==> config.mk <==
export PLATFORM = sky130hd
export DESIGN_NAME = dimm_lane
export DESIGN_NICKNAME = d
export VERILOG_FILES = /design/src/hdl/sync2.v /design/src/hdl/lane_mem.v /design/src/hdl/dimm_lane.v
export VERILOG_INCLUDE_DIRS = /design/src /design/src/hdl
export SDC_FILE = /design/constraint.sdc
export NUM_CORES = 1
export LEC_CHECK = 0
export BUFFER_PORTS_ARGS = -buffer_cell sky130_fd_sc_hd__clkbuf_2
export CAP_MARGIN = 10
export CORE_MARGIN = 5
export CORE_UTILIZATION = 55
export CTS_CLUSTER_SIZE = 10
export DETAILED_ROUTE_END_ITERATION = 10
export PLACE_DENSITY = 0.89
export SLEW_MARGIN = 20
export SYNTH_ARGS = -nofsm -noshare
export SYNTH_HDL_FRONTEND = slang
export SYNTH_SLANG_ARGS = --single-unit
==> constraint.sdc <==
create_clock -name clk -period 2.76 [get_ports clk]
set_clock_uncertainty 0.15 [all_clocks]
set_input_delay 0.138 -clock clk [delete_from_list [all_inputs] [get_ports clk]]
set_output_delay 0.138 -clock clk [all_outputs]
set_load 0.005 [all_outputs]
==> src/hdl/lane_defs.vh <==
// constants for the data lane signalling block
`ifndef LANE_DEFS_VH
`define LANE_DEFS_VH
// mode register five fields (address bit positions)
`define MODE5_MASK_BIT 10
`define MODE5_WINV_BIT 11
`define MODE5_RINV_BIT 12
// mode register one field: termination strobe enable
`define MODE1_TERM_BIT 11
// component width codes
`define WIDTH_X4 2'b00
`define WIDTH_X8 2'b01
`define WIDTH_X16 2'b10
// crc error low interval in clk cycles (default)
`define CRC_LOW_CYCLES 16'h0030
// width of a lane
`define LANE_W 4
// memory depth (address bits)
`define MEM_AW 4
`endif

==> src/hdl/sync2.v <==
// two flip-flop synchroniser for one bit
module sync2 (
  input wire clk,
  input wire sys_rst,
  input wire d,
  output reg q
);
  reg meta_reg;
  // first stage feeds only the second
  always @(posedge clk) begin
    if (sys_rst) begin
      meta_reg <= 1'b0;
      q <= 1'b0;
    end else begin
      meta_reg <= d;
      q <= meta_reg;
    end
  end
endmodule // sync2

==> src/hdl/lane_mem.v <==
// small lane memory with registered read data
module lane_mem (
  input wire clk,
  input wire we,
  input wire [3:0] waddr,
  input wire [3:0] wdata,
  input wire [3:0] raddr,
  output reg [3:0] rdata
);
  reg [3:0] mem [0:15];
  // write port and registered read
  always @(posedge clk) begin
    if (we) begin
      mem[waddr] <= wdata;
    end
    rdata <= mem[raddr];
  end
endmodule // lane_mem

==> src/hdl/dimm_lane.v <==
// data lane signalling of a nonvolatile registered memory module
// Operation
// [RULE1] masked write beat leaves location unchanged
// [RULE2] mask sampled on both strobe edges
// [RULE3] shared pin mode from mode register five
// [RULE4] inversion low means data inverted
// [RULE5] device drives strobe edge-aligned on reads
// [RULE6] differential strobe pair only
// [RULE7] each strobe pair qualifies lines 3..0
// [RULE8] crc error pulls alert low, fixed time
// [RULE9] parity error holds alert until recovery
// [RULE10] test mode: alert pin is input
// [RULE11] thermal trip drives event low
// [RULE12] save low switches muxes, copies to flash
// [RULE13] host enters self refresh before save
// [RULE14] termination strobe gets same termination
// [RULE15] disabled: true pin masks, comp unused
// [RULE16] keep term strobe off for x4/x16
// [RULE17] mask only for x8 and x16
// [RULE18] crc code follows last burst beat; the read path sends no crc beat
// [RULE19] crc low interval is a parameter
`include "lane_defs.vh"
module dimm_lane #(
  parameter [15:0] CRC_LOW = `CRC_LOW_CYCLES
) (
  input wire clk,
  input wire sys_rst,
  input wire [15:0] mode_reg_five,
  input wire [15:0] mode_reg_one,
  input wire [1:0] comp_width,
  input wire strobe_t_in,
  input wire strobe_c_in,
  output reg strobe_t_out,
  output reg strobe_c_out,
  output reg strobe_oe,
  input wire [3:0] dq_in,
  output reg [3:0] dq_out,
  output reg dq_oe,
  input wire write_mask_n,
  output reg bus_invert_n_out,
  output reg bus_invert_oe,
  input wire wr_en,
  input wire [3:0] wr_addr,
  input wire rd_req,
  input wire [3:0] rd_addr,
  input wire [2:0] burst_len,
  input wire crc_err,
  input wire parity_err,
  input wire recovery_done,
  input wire conn_test,
  input wire alert_n_in,
  output reg alert_n_out,
  output reg alert_n_oe,
  output reg alert_in_seen,
  input wire over_temp,
  output reg event_n,
  input wire save_n,
  output reg host_mux_off,
  output reg save_busy,
  output reg [3:0] flash_addr,
  output reg [3:0] flash_data,
  output reg flash_we,
  output reg term_strobe_true,
  output reg term_strobe_comp,
  output reg term_strobe_oe,
  output reg term_on
);
  // -------------------------------------------------------------
  // pin synchronisers
  // -------------------------------------------------------------
  wire st_s, sc_s, wm_s, save_act_s, alert_act_s, temp_s;
  // save and alert pins synced inverted so the reset value reads as idle, no false save
  wire save_s = ~save_act_s;
  wire alert_s = ~alert_act_s;
  wire [3:0] dq_s;
  sync2 u_st (.clk(clk), .sys_rst(sys_rst), .d(strobe_t_in), .q(st_s));
  sync2 u_sc (.clk(clk), .sys_rst(sys_rst), .d(strobe_c_in), .q(sc_s));
  sync2 u_wm (.clk(clk), .sys_rst(sys_rst), .d(write_mask_n), .q(wm_s));
  sync2 u_sv (.clk(clk), .sys_rst(sys_rst), .d(~save_n), .q(save_act_s));
  sync2 u_al (.clk(clk), .sys_rst(sys_rst), .d(~alert_n_in), .q(alert_act_s));
  sync2 u_tp (.clk(clk), .sys_rst(sys_rst), .d(over_temp), .q(temp_s));
  genvar gi;
  generate
    for (gi = 0; gi < 4; gi = gi + 1) begin : g_dq
      // each strobe pair qualifies lines 3..0 of its component
      sync2 u_dq (.clk(clk), .sys_rst(sys_rst), .d(dq_in[gi]), .q(dq_s[gi])); // [RULE7]
    end
  endgenerate

  // -------------------------------------------------------------
  // mode decode
  // -------------------------------------------------------------
  wire is_x4 = (comp_width == `WIDTH_X4);
  // mask only in x8/x16 and only while termination strobe is off
  wire tdqs_en = mode_reg_one[`MODE1_TERM_BIT] & (comp_width == `WIDTH_X8); // [RULE16]
  wire dm_en = mode_reg_five[`MODE5_MASK_BIT] & ~is_x4 & ~tdqs_en; // [RULE3] [RULE17] [RULE15]
  wire wdbi_en = mode_reg_five[`MODE5_WINV_BIT] & ~dm_en & ~is_x4; // [RULE3]
  wire rdbi_en = mode_reg_five[`MODE5_RINV_BIT] & ~is_x4; // [RULE3]

  // -------------------------------------------------------------
  // strobe edge detect on the differential pair
  // -------------------------------------------------------------
  reg diff_reg;
  // true minus complement: a valid pair has opposite levels
  wire diff_now = st_s & ~sc_s; // [RULE6]
  wire pair_ok = st_s ^ sc_s; // [RULE6]
  wire strobe_edge = pair_ok & (diff_now != diff_reg); // [RULE2]
  always @(posedge clk) begin
    if (sys_rst) begin
      diff_reg <= 1'b0;
    end else if (pair_ok) begin
      diff_reg <= diff_now;
    end
  end

  // -------------------------------------------------------------
  // write path: one beat per strobe edge
  // -------------------------------------------------------------
  reg [3:0] waddr_reg;
  wire [3:0] wbeat = (wdbi_en & ~wm_s) ? ~dq_s : dq_s; // [RULE4]
  // with masking on, a beat with mask low is dropped, the address still advances
  wire mem_we = wr_en & strobe_edge & ~(dm_en & ~wm_s); // [RULE1] [RULE2]
  always @(posedge clk) begin
    if (sys_rst) begin
      waddr_reg <= 4'h0;
    end else if (!wr_en) begin
      waddr_reg <= wr_addr;
    end else if (strobe_edge) begin
      waddr_reg <= waddr_reg + 4'h1;
    end
  end

  // -------------------------------------------------------------
  // save copy state and shared memory read port
  // -------------------------------------------------------------
  localparam [2:0] S_IDLE = 3'b001;
  localparam [2:0] S_COPY = 3'b010;
  localparam [2:0] S_DONE = 3'b100;
  reg [2:0] save_reg;
  reg [2:0] save_next;
  reg [4:0] copy_cnt_reg;
  reg copy_vld_reg;
  reg [3:0] rd_ptr_reg;
  wire [3:0] mem_rdata;
  wire [3:0] mem_raddr = (save_reg == S_COPY) ? copy_cnt_reg[3:0] : rd_ptr_reg;
  lane_mem u_mem (
    .clk(clk),
    .we(mem_we & (save_reg == S_IDLE)),
    .waddr(waddr_reg),
    .wdata(wbeat),
    .raddr(mem_raddr),
    .rdata(mem_rdata)
  );
  // save low switches away from host and copies every location
  always @* begin
    case (save_reg)
      S_IDLE: save_next = save_s ? S_IDLE : S_COPY; // [RULE12]
      S_COPY: save_next = copy_cnt_reg[4] ? S_DONE : S_COPY; // [RULE12]
      S_DONE: save_next = save_s ? S_IDLE : S_DONE;
      default: save_next = S_IDLE;
    endcase
  end
  // the host must have put the array in self refresh first; nothing guards it here
  always @(posedge clk) begin
    if (sys_rst) begin
      save_reg <= S_IDLE;
      copy_cnt_reg <= 5'h00;
      copy_vld_reg <= 1'b0;
      flash_we <= 1'b0;
      flash_addr <= 4'h0;
      flash_data <= 4'h0;
      host_mux_off <= 1'b0;
      save_busy <= 1'b0;
    end else begin
      save_reg <= save_next;
      copy_vld_reg <= (save_reg == S_COPY) & ~copy_cnt_reg[4];
      flash_we <= copy_vld_reg; // [RULE12]
      flash_addr <= copy_cnt_reg[3:0] - 4'h1;
      flash_data <= mem_rdata;
      host_mux_off <= (save_next != S_IDLE); // [RULE12]
      save_busy <= (save_next == S_COPY);
      if (save_reg == S_COPY) begin
        copy_cnt_reg <= copy_cnt_reg + 5'h01;
      end else begin
        copy_cnt_reg <= 5'h00;
      end
    end
  end

  // -------------------------------------------------------------
  // read path: device drives strobe with data, edge aligned
  // -------------------------------------------------------------
  reg [3:0] rd_left_reg;
  reg rd_phase_reg;
  always @(posedge clk) begin
    if (sys_rst) begin
      rd_left_reg <= 4'h0;
      rd_ptr_reg <= 4'h0;
      rd_phase_reg <= 1'b0;
      strobe_t_out <= 1'b0;
      strobe_c_out <= 1'b1;
      strobe_oe <= 1'b0;
      dq_out <= 4'h0;
      dq_oe <= 1'b0;
      bus_invert_n_out <= 1'b1;
      bus_invert_oe <= 1'b0;
    end else if (rd_left_reg == 4'h0) begin
      strobe_oe <= 1'b0;
      dq_oe <= 1'b0;
      bus_invert_oe <= 1'b0;
      rd_phase_reg <= 1'b0;
      if (rd_req & ~host_mux_off) begin
        // burst_len plus one beats, all read data; no crc beat is sent
        rd_left_reg <= {1'b0, burst_len} + 4'h1; // [RULE18]
        rd_ptr_reg <= rd_addr;
      end
    end else begin
      // two clocks per beat: read data settles, then strobe toggles with it
      rd_phase_reg <= ~rd_phase_reg;
      if (rd_phase_reg) begin
        rd_left_reg <= rd_left_reg - 4'h1;
        rd_ptr_reg <= rd_ptr_reg + 4'h1;
        strobe_t_out <= ~strobe_t_out; // [RULE5]
        strobe_c_out <= strobe_t_out; // [RULE6]
        strobe_oe <= 1'b1;
        dq_oe <= 1'b1;
        bus_invert_oe <= rdbi_en;
        // invert when more than two ones, flag it low
        if (rdbi_en & (mem_rdata[0] + mem_rdata[1] + mem_rdata[2] + mem_rdata[3] > 3'd2)) begin
          dq_out <= ~mem_rdata; // [RULE4]
          bus_invert_n_out <= 1'b0; // [RULE4]
        end else begin
          dq_out <= mem_rdata;
          bus_invert_n_out <= 1'b1;
        end
      end
    end
  end

  // -------------------------------------------------------------
  // alert flag, open drain
  // -------------------------------------------------------------
  reg [15:0] crc_cnt_reg;
  reg par_hold_reg;
  always @(posedge clk) begin
    if (sys_rst) begin
      crc_cnt_reg <= 16'h0000;
      par_hold_reg <= 1'b0;
      alert_n_out <= 1'b0;
      alert_n_oe <= 1'b0;
      alert_in_seen <= 1'b1;
    end else begin
      if (crc_err) begin
        crc_cnt_reg <= CRC_LOW; // [RULE8] [RULE19]
      end else if (crc_cnt_reg != 16'h0000) begin
        crc_cnt_reg <= crc_cnt_reg - 16'h0001; // [RULE8]
      end
      // a new parity error wins over a recovery done
      if (parity_err) begin
        par_hold_reg <= 1'b1; // [RULE9]
      end else if (recovery_done) begin
        par_hold_reg <= 1'b0; // [RULE9]
      end
      alert_n_out <= 1'b0;
      // in test mode the pin is only listened to
      alert_n_oe <= ~conn_test & (crc_err | parity_err | (crc_cnt_reg > 16'h0001) |
        (par_hold_reg & ~recovery_done)); // [RULE8] [RULE9] [RULE10]
      alert_in_seen <= conn_test ? alert_s : 1'b1; // [RULE10]
    end
  end

  // -------------------------------------------------------------
  // temperature event and termination strobe
  // -------------------------------------------------------------
  always @(posedge clk) begin
    if (sys_rst) begin
      event_n <= 1'b1;
      term_on <= 1'b0;
      term_strobe_true <= 1'b0;
      term_strobe_comp <= 1'b0;
      term_strobe_oe <= 1'b0;
    end else begin
      event_n <= ~temp_s; // [RULE11]
      // same termination on the termination pair as on the strobe pair
      term_on <= tdqs_en & ~strobe_oe; // [RULE14]
      // strobe mirrors onto the termination pair on reads
      term_strobe_true <= tdqs_en & strobe_t_out; // [RULE14]
      term_strobe_comp <= tdqs_en & strobe_c_out; // [RULE15]
      term_strobe_oe <= tdqs_en & strobe_oe; // [RULE15]
    end
  end
endmodule // dimm_lane

==> impl_results.md <==
* Die Ht at 116.7 µm
* Worst EP arrival at 2680 ps
* Setup_tns at 0 ps
* Nets at 736
* Met1 usage at 0.2366
* Root Buffer: clkbuf_16
* Max VDD drop at 0.7311 mV
* RSZ-0062 raised after global routing: no
* DR vias at 4574
* Initial DRC Count at 373
* Switch Pwr at 2.160 mW
* FF-to-FF path depth at 6
* Combinational fraction of design power at 0.284
* Clock sink total at 155
* Pre-antenna DRT Iters at 5
* Routability-driven placement congestion ratio at 0.8351
* Routed len/inst at 17.12 µm
* Resized cells post-CTS at 0
* Antenna viol nets, final at 0
* EDFF count, synth at 64
* Starting Density at 0.5551
* Global route hottest layer: met2
* First-pass GRT wire length at 22490 µm
* Synth unique cells at 48
* CP Data Required Time at 2890 ps
* Core ar. at 11270 µm²
* Startpoint Class: flop
* Clock transition at the registers of the reported paths at 60 ps
* Slew Limit Fails at 0
* Vias/cell at 5.626
* Hold Crit Start: burst_len[0]
* Worst slew margin at 0.5502
* Crit-path max cell delay at 540 ps
* Buf+Inv Stages, Crit Path at 1
* Critical Path Stages at 6
* Number of synthesized register bits at 155
* Sequential area share after synthesis at 0.5983
* Initial antenna violation count at 1
* Post-DP Area at 6779 µm²
* Layout area overhead at 21.42%
* Overflow after GRT at 0
* H-tree depth at 4
* WHS Path Cells at 4
* Post-layout util at 0.6740
* Internal at 4.669 mW
* Net Sw Frac at 0.3163
* GRT Total Usage at 0.2156
* Pwr Total at 6.829 mW
* Total CTS buffers at 17
* Async SR Flop Fraction at 0
* Max-cap check violation count at 0
* Detailed placement HPWL at 9009 µm
* Routed wire length at 13920 µm
* Hold WC Path Type: in -> reg
* Die W at 116.7 µm
* Pwr Density at 898.8 nW/µm²
* Fmax at 393.2 MHz
* Synth Warn # at 0
* Hold WS at 11.03 ps
* Row Count at 39
* Final hold vios at 0
* Area contributors post-synth: edfxtp_1 31%, dfxtp_1 29%, mux2i_1 6.6%
* Critical path type: reg -> reg
* CP max FO at 32
* Seq pwr share at 0.413
* Max reg flops at 64
* Later-pin clock latency in the skew report at 420 ps
* Number of setup violations in the final report at 0
* Mapped Cells at 554
* Mapped Area at 6257 µm²
* CTS tree: built
* Vias in the first global route at 4618
* Leak pwr at 3.134 nW
* Min Tclk post-route at 2544 ps
* I/O Pins at 92
* Post-Syn Nets at 634
* CP max stage cell: or4_1
* Met2 Usage GRT at 0.3898
* Worst-path cell chain: nor3b_4, mux2i_4, buf_12, mux2i_1, o22ai_1, or4_1
* Status: finished clean
* Clock network power share at 0.303
* Top post-synthesis cells by count: 91 x dfxtp_1, 64 x edfxtp_1, 58 x nor2_1, 41 x mux2i_1, 35 x nand2_1
* Max Root-Sink Buffers at 2
* CP delay by family, top: simple AND/OR/NAND/NOR gates
* Synth top area share at 0.3071
* CP startpoint: save_reg[1]
* Worst slew pin tran at 667.6 ps
* Post-Layout Inst Area at 7597 µm²
* Share of cells above drive strength 1 at 0.1704
* Cell with the most instances after synthesis: dfxtp_1
* CP endpoint kind: flop
* Buffers on Ports at 62
* Number of remaining DRC errors at 0
* Die area at 13610 µm²
* Pin count of the biggest net entering global routing at 33
* Reg2reg start: save_reg[1]
* Synth area leader: edfxtp_1
* GR Layer Usage met3 at 0.06010
* Tcrit/Tclk final at 0.9216
* Main synth FF type: dfxtp_1
* Syn avg cell area at 11.29 µm²
## area by class of cell
cell class | instances | area, µm²
Sequential cell | 155 | 3744
Clock buffer | 22 | 455.4
Timing Repair Buffer | 107 | 733.2
Tap cell | 143 | 178.9
Antenna cell | 1 | 2.502
Fill cell | 738 | 3675
Multi-Input combinational cell | 357 | 2346
Clock inverter | 10 | 70.07
Inverter | 18 | 67.56
## cells by family (layout without fill, tap and decap cells)
| family | Yosys count | after routing | share of synthesized area |
|---|---|---|---|
| AOI/OAI and AO/OA | 73 | 73 | 0.07379 |
| xor gates and xnor gates | 27 | 27 | 0.03779 |
| adders and majority gates | 17 | 17 | 0.03519 |
| buffers and inverters | 42 | 157 | 0.02879 |
| DFF | 155 | 155 | 0.5983 |
| muxes | 42 | 42 | 0.06739 |
| other | 1 | 2 | 0.0005993 |
| and+or+nand+nor | 197 | 197 | 0.1582 |
## what timing repair did
action,CTS,global route
hold endpoints to repair,24,0
hold buffers,29,0
buffers inserted,0,0
## routing by layer
| metal | wire [µm] | up-vias |
|---|---|---|
| li1 | - | 2166 |
| met1 | 5325 | 2194 |
| met2 | 7340 | 173 |
| met3 | 811 | 41 |
| met4 | 443 | 0 |
| met5 | 0 | - |
## path summary, 6_finish.rpt
kind                                        to  slack (ps)
worst max register to register  u_mem.rdata[3]         220
worst min register to register         event_n         220
worst max-delay path            u_mem.rdata[3]         220
worst min-delay path            rd_left_reg[0]          10
## power by group through the flow
stage	logic (mW)	registers (mW)	clock network (mW)
floorplan	1.38	2.81	0
global placement	1.77	2.85	0
detailed placement	1.88	2.86	0
CTS	1.93	2.81	2.08
global route	2.14	2.85	2.21
finish	1.94	2.82	2.07
## metrics by stage
step | setup slack [ps] | instances
finish | 216.5 | 813
CTS | 269.8 | 812
global route | 144.7 | 813
detailed placement | 297.7 | 751
floorplan | 285.1 | 554
global placement | 348.5 | 751
## tightest hold or removal path, stage by stage
cell and delay, ps:
clkbuf_2 120, a21oi_1 130, a22oi_1 70, nor2_1 80
## cell usage in the layout (no fill, tap or decap), types with 4 or more instances in the layout
master / n
or4_1: 6
nor3_1: 23
inv_1: 17
o21ai_0: 14
nand3_1: 9
ha_1: 16
or3_1: 7
xnor2_1: 13
a211oi_1: 12
nand2_1: 35
clkbuf_16: 17
nor2b_1: 28
o22ai_1: 16
a21oi_1: 15
clkbuf_2: 63
edfxtp_1: 64
nor4_1: 4
nor2_1: 58
dlygate4sd3_1: 29
xor2_1: 14
dfxtp_1: 91
mux2i_1: 40
buf_4: 15
nand2b_1: 11
(Power assumes the default switching activity.)
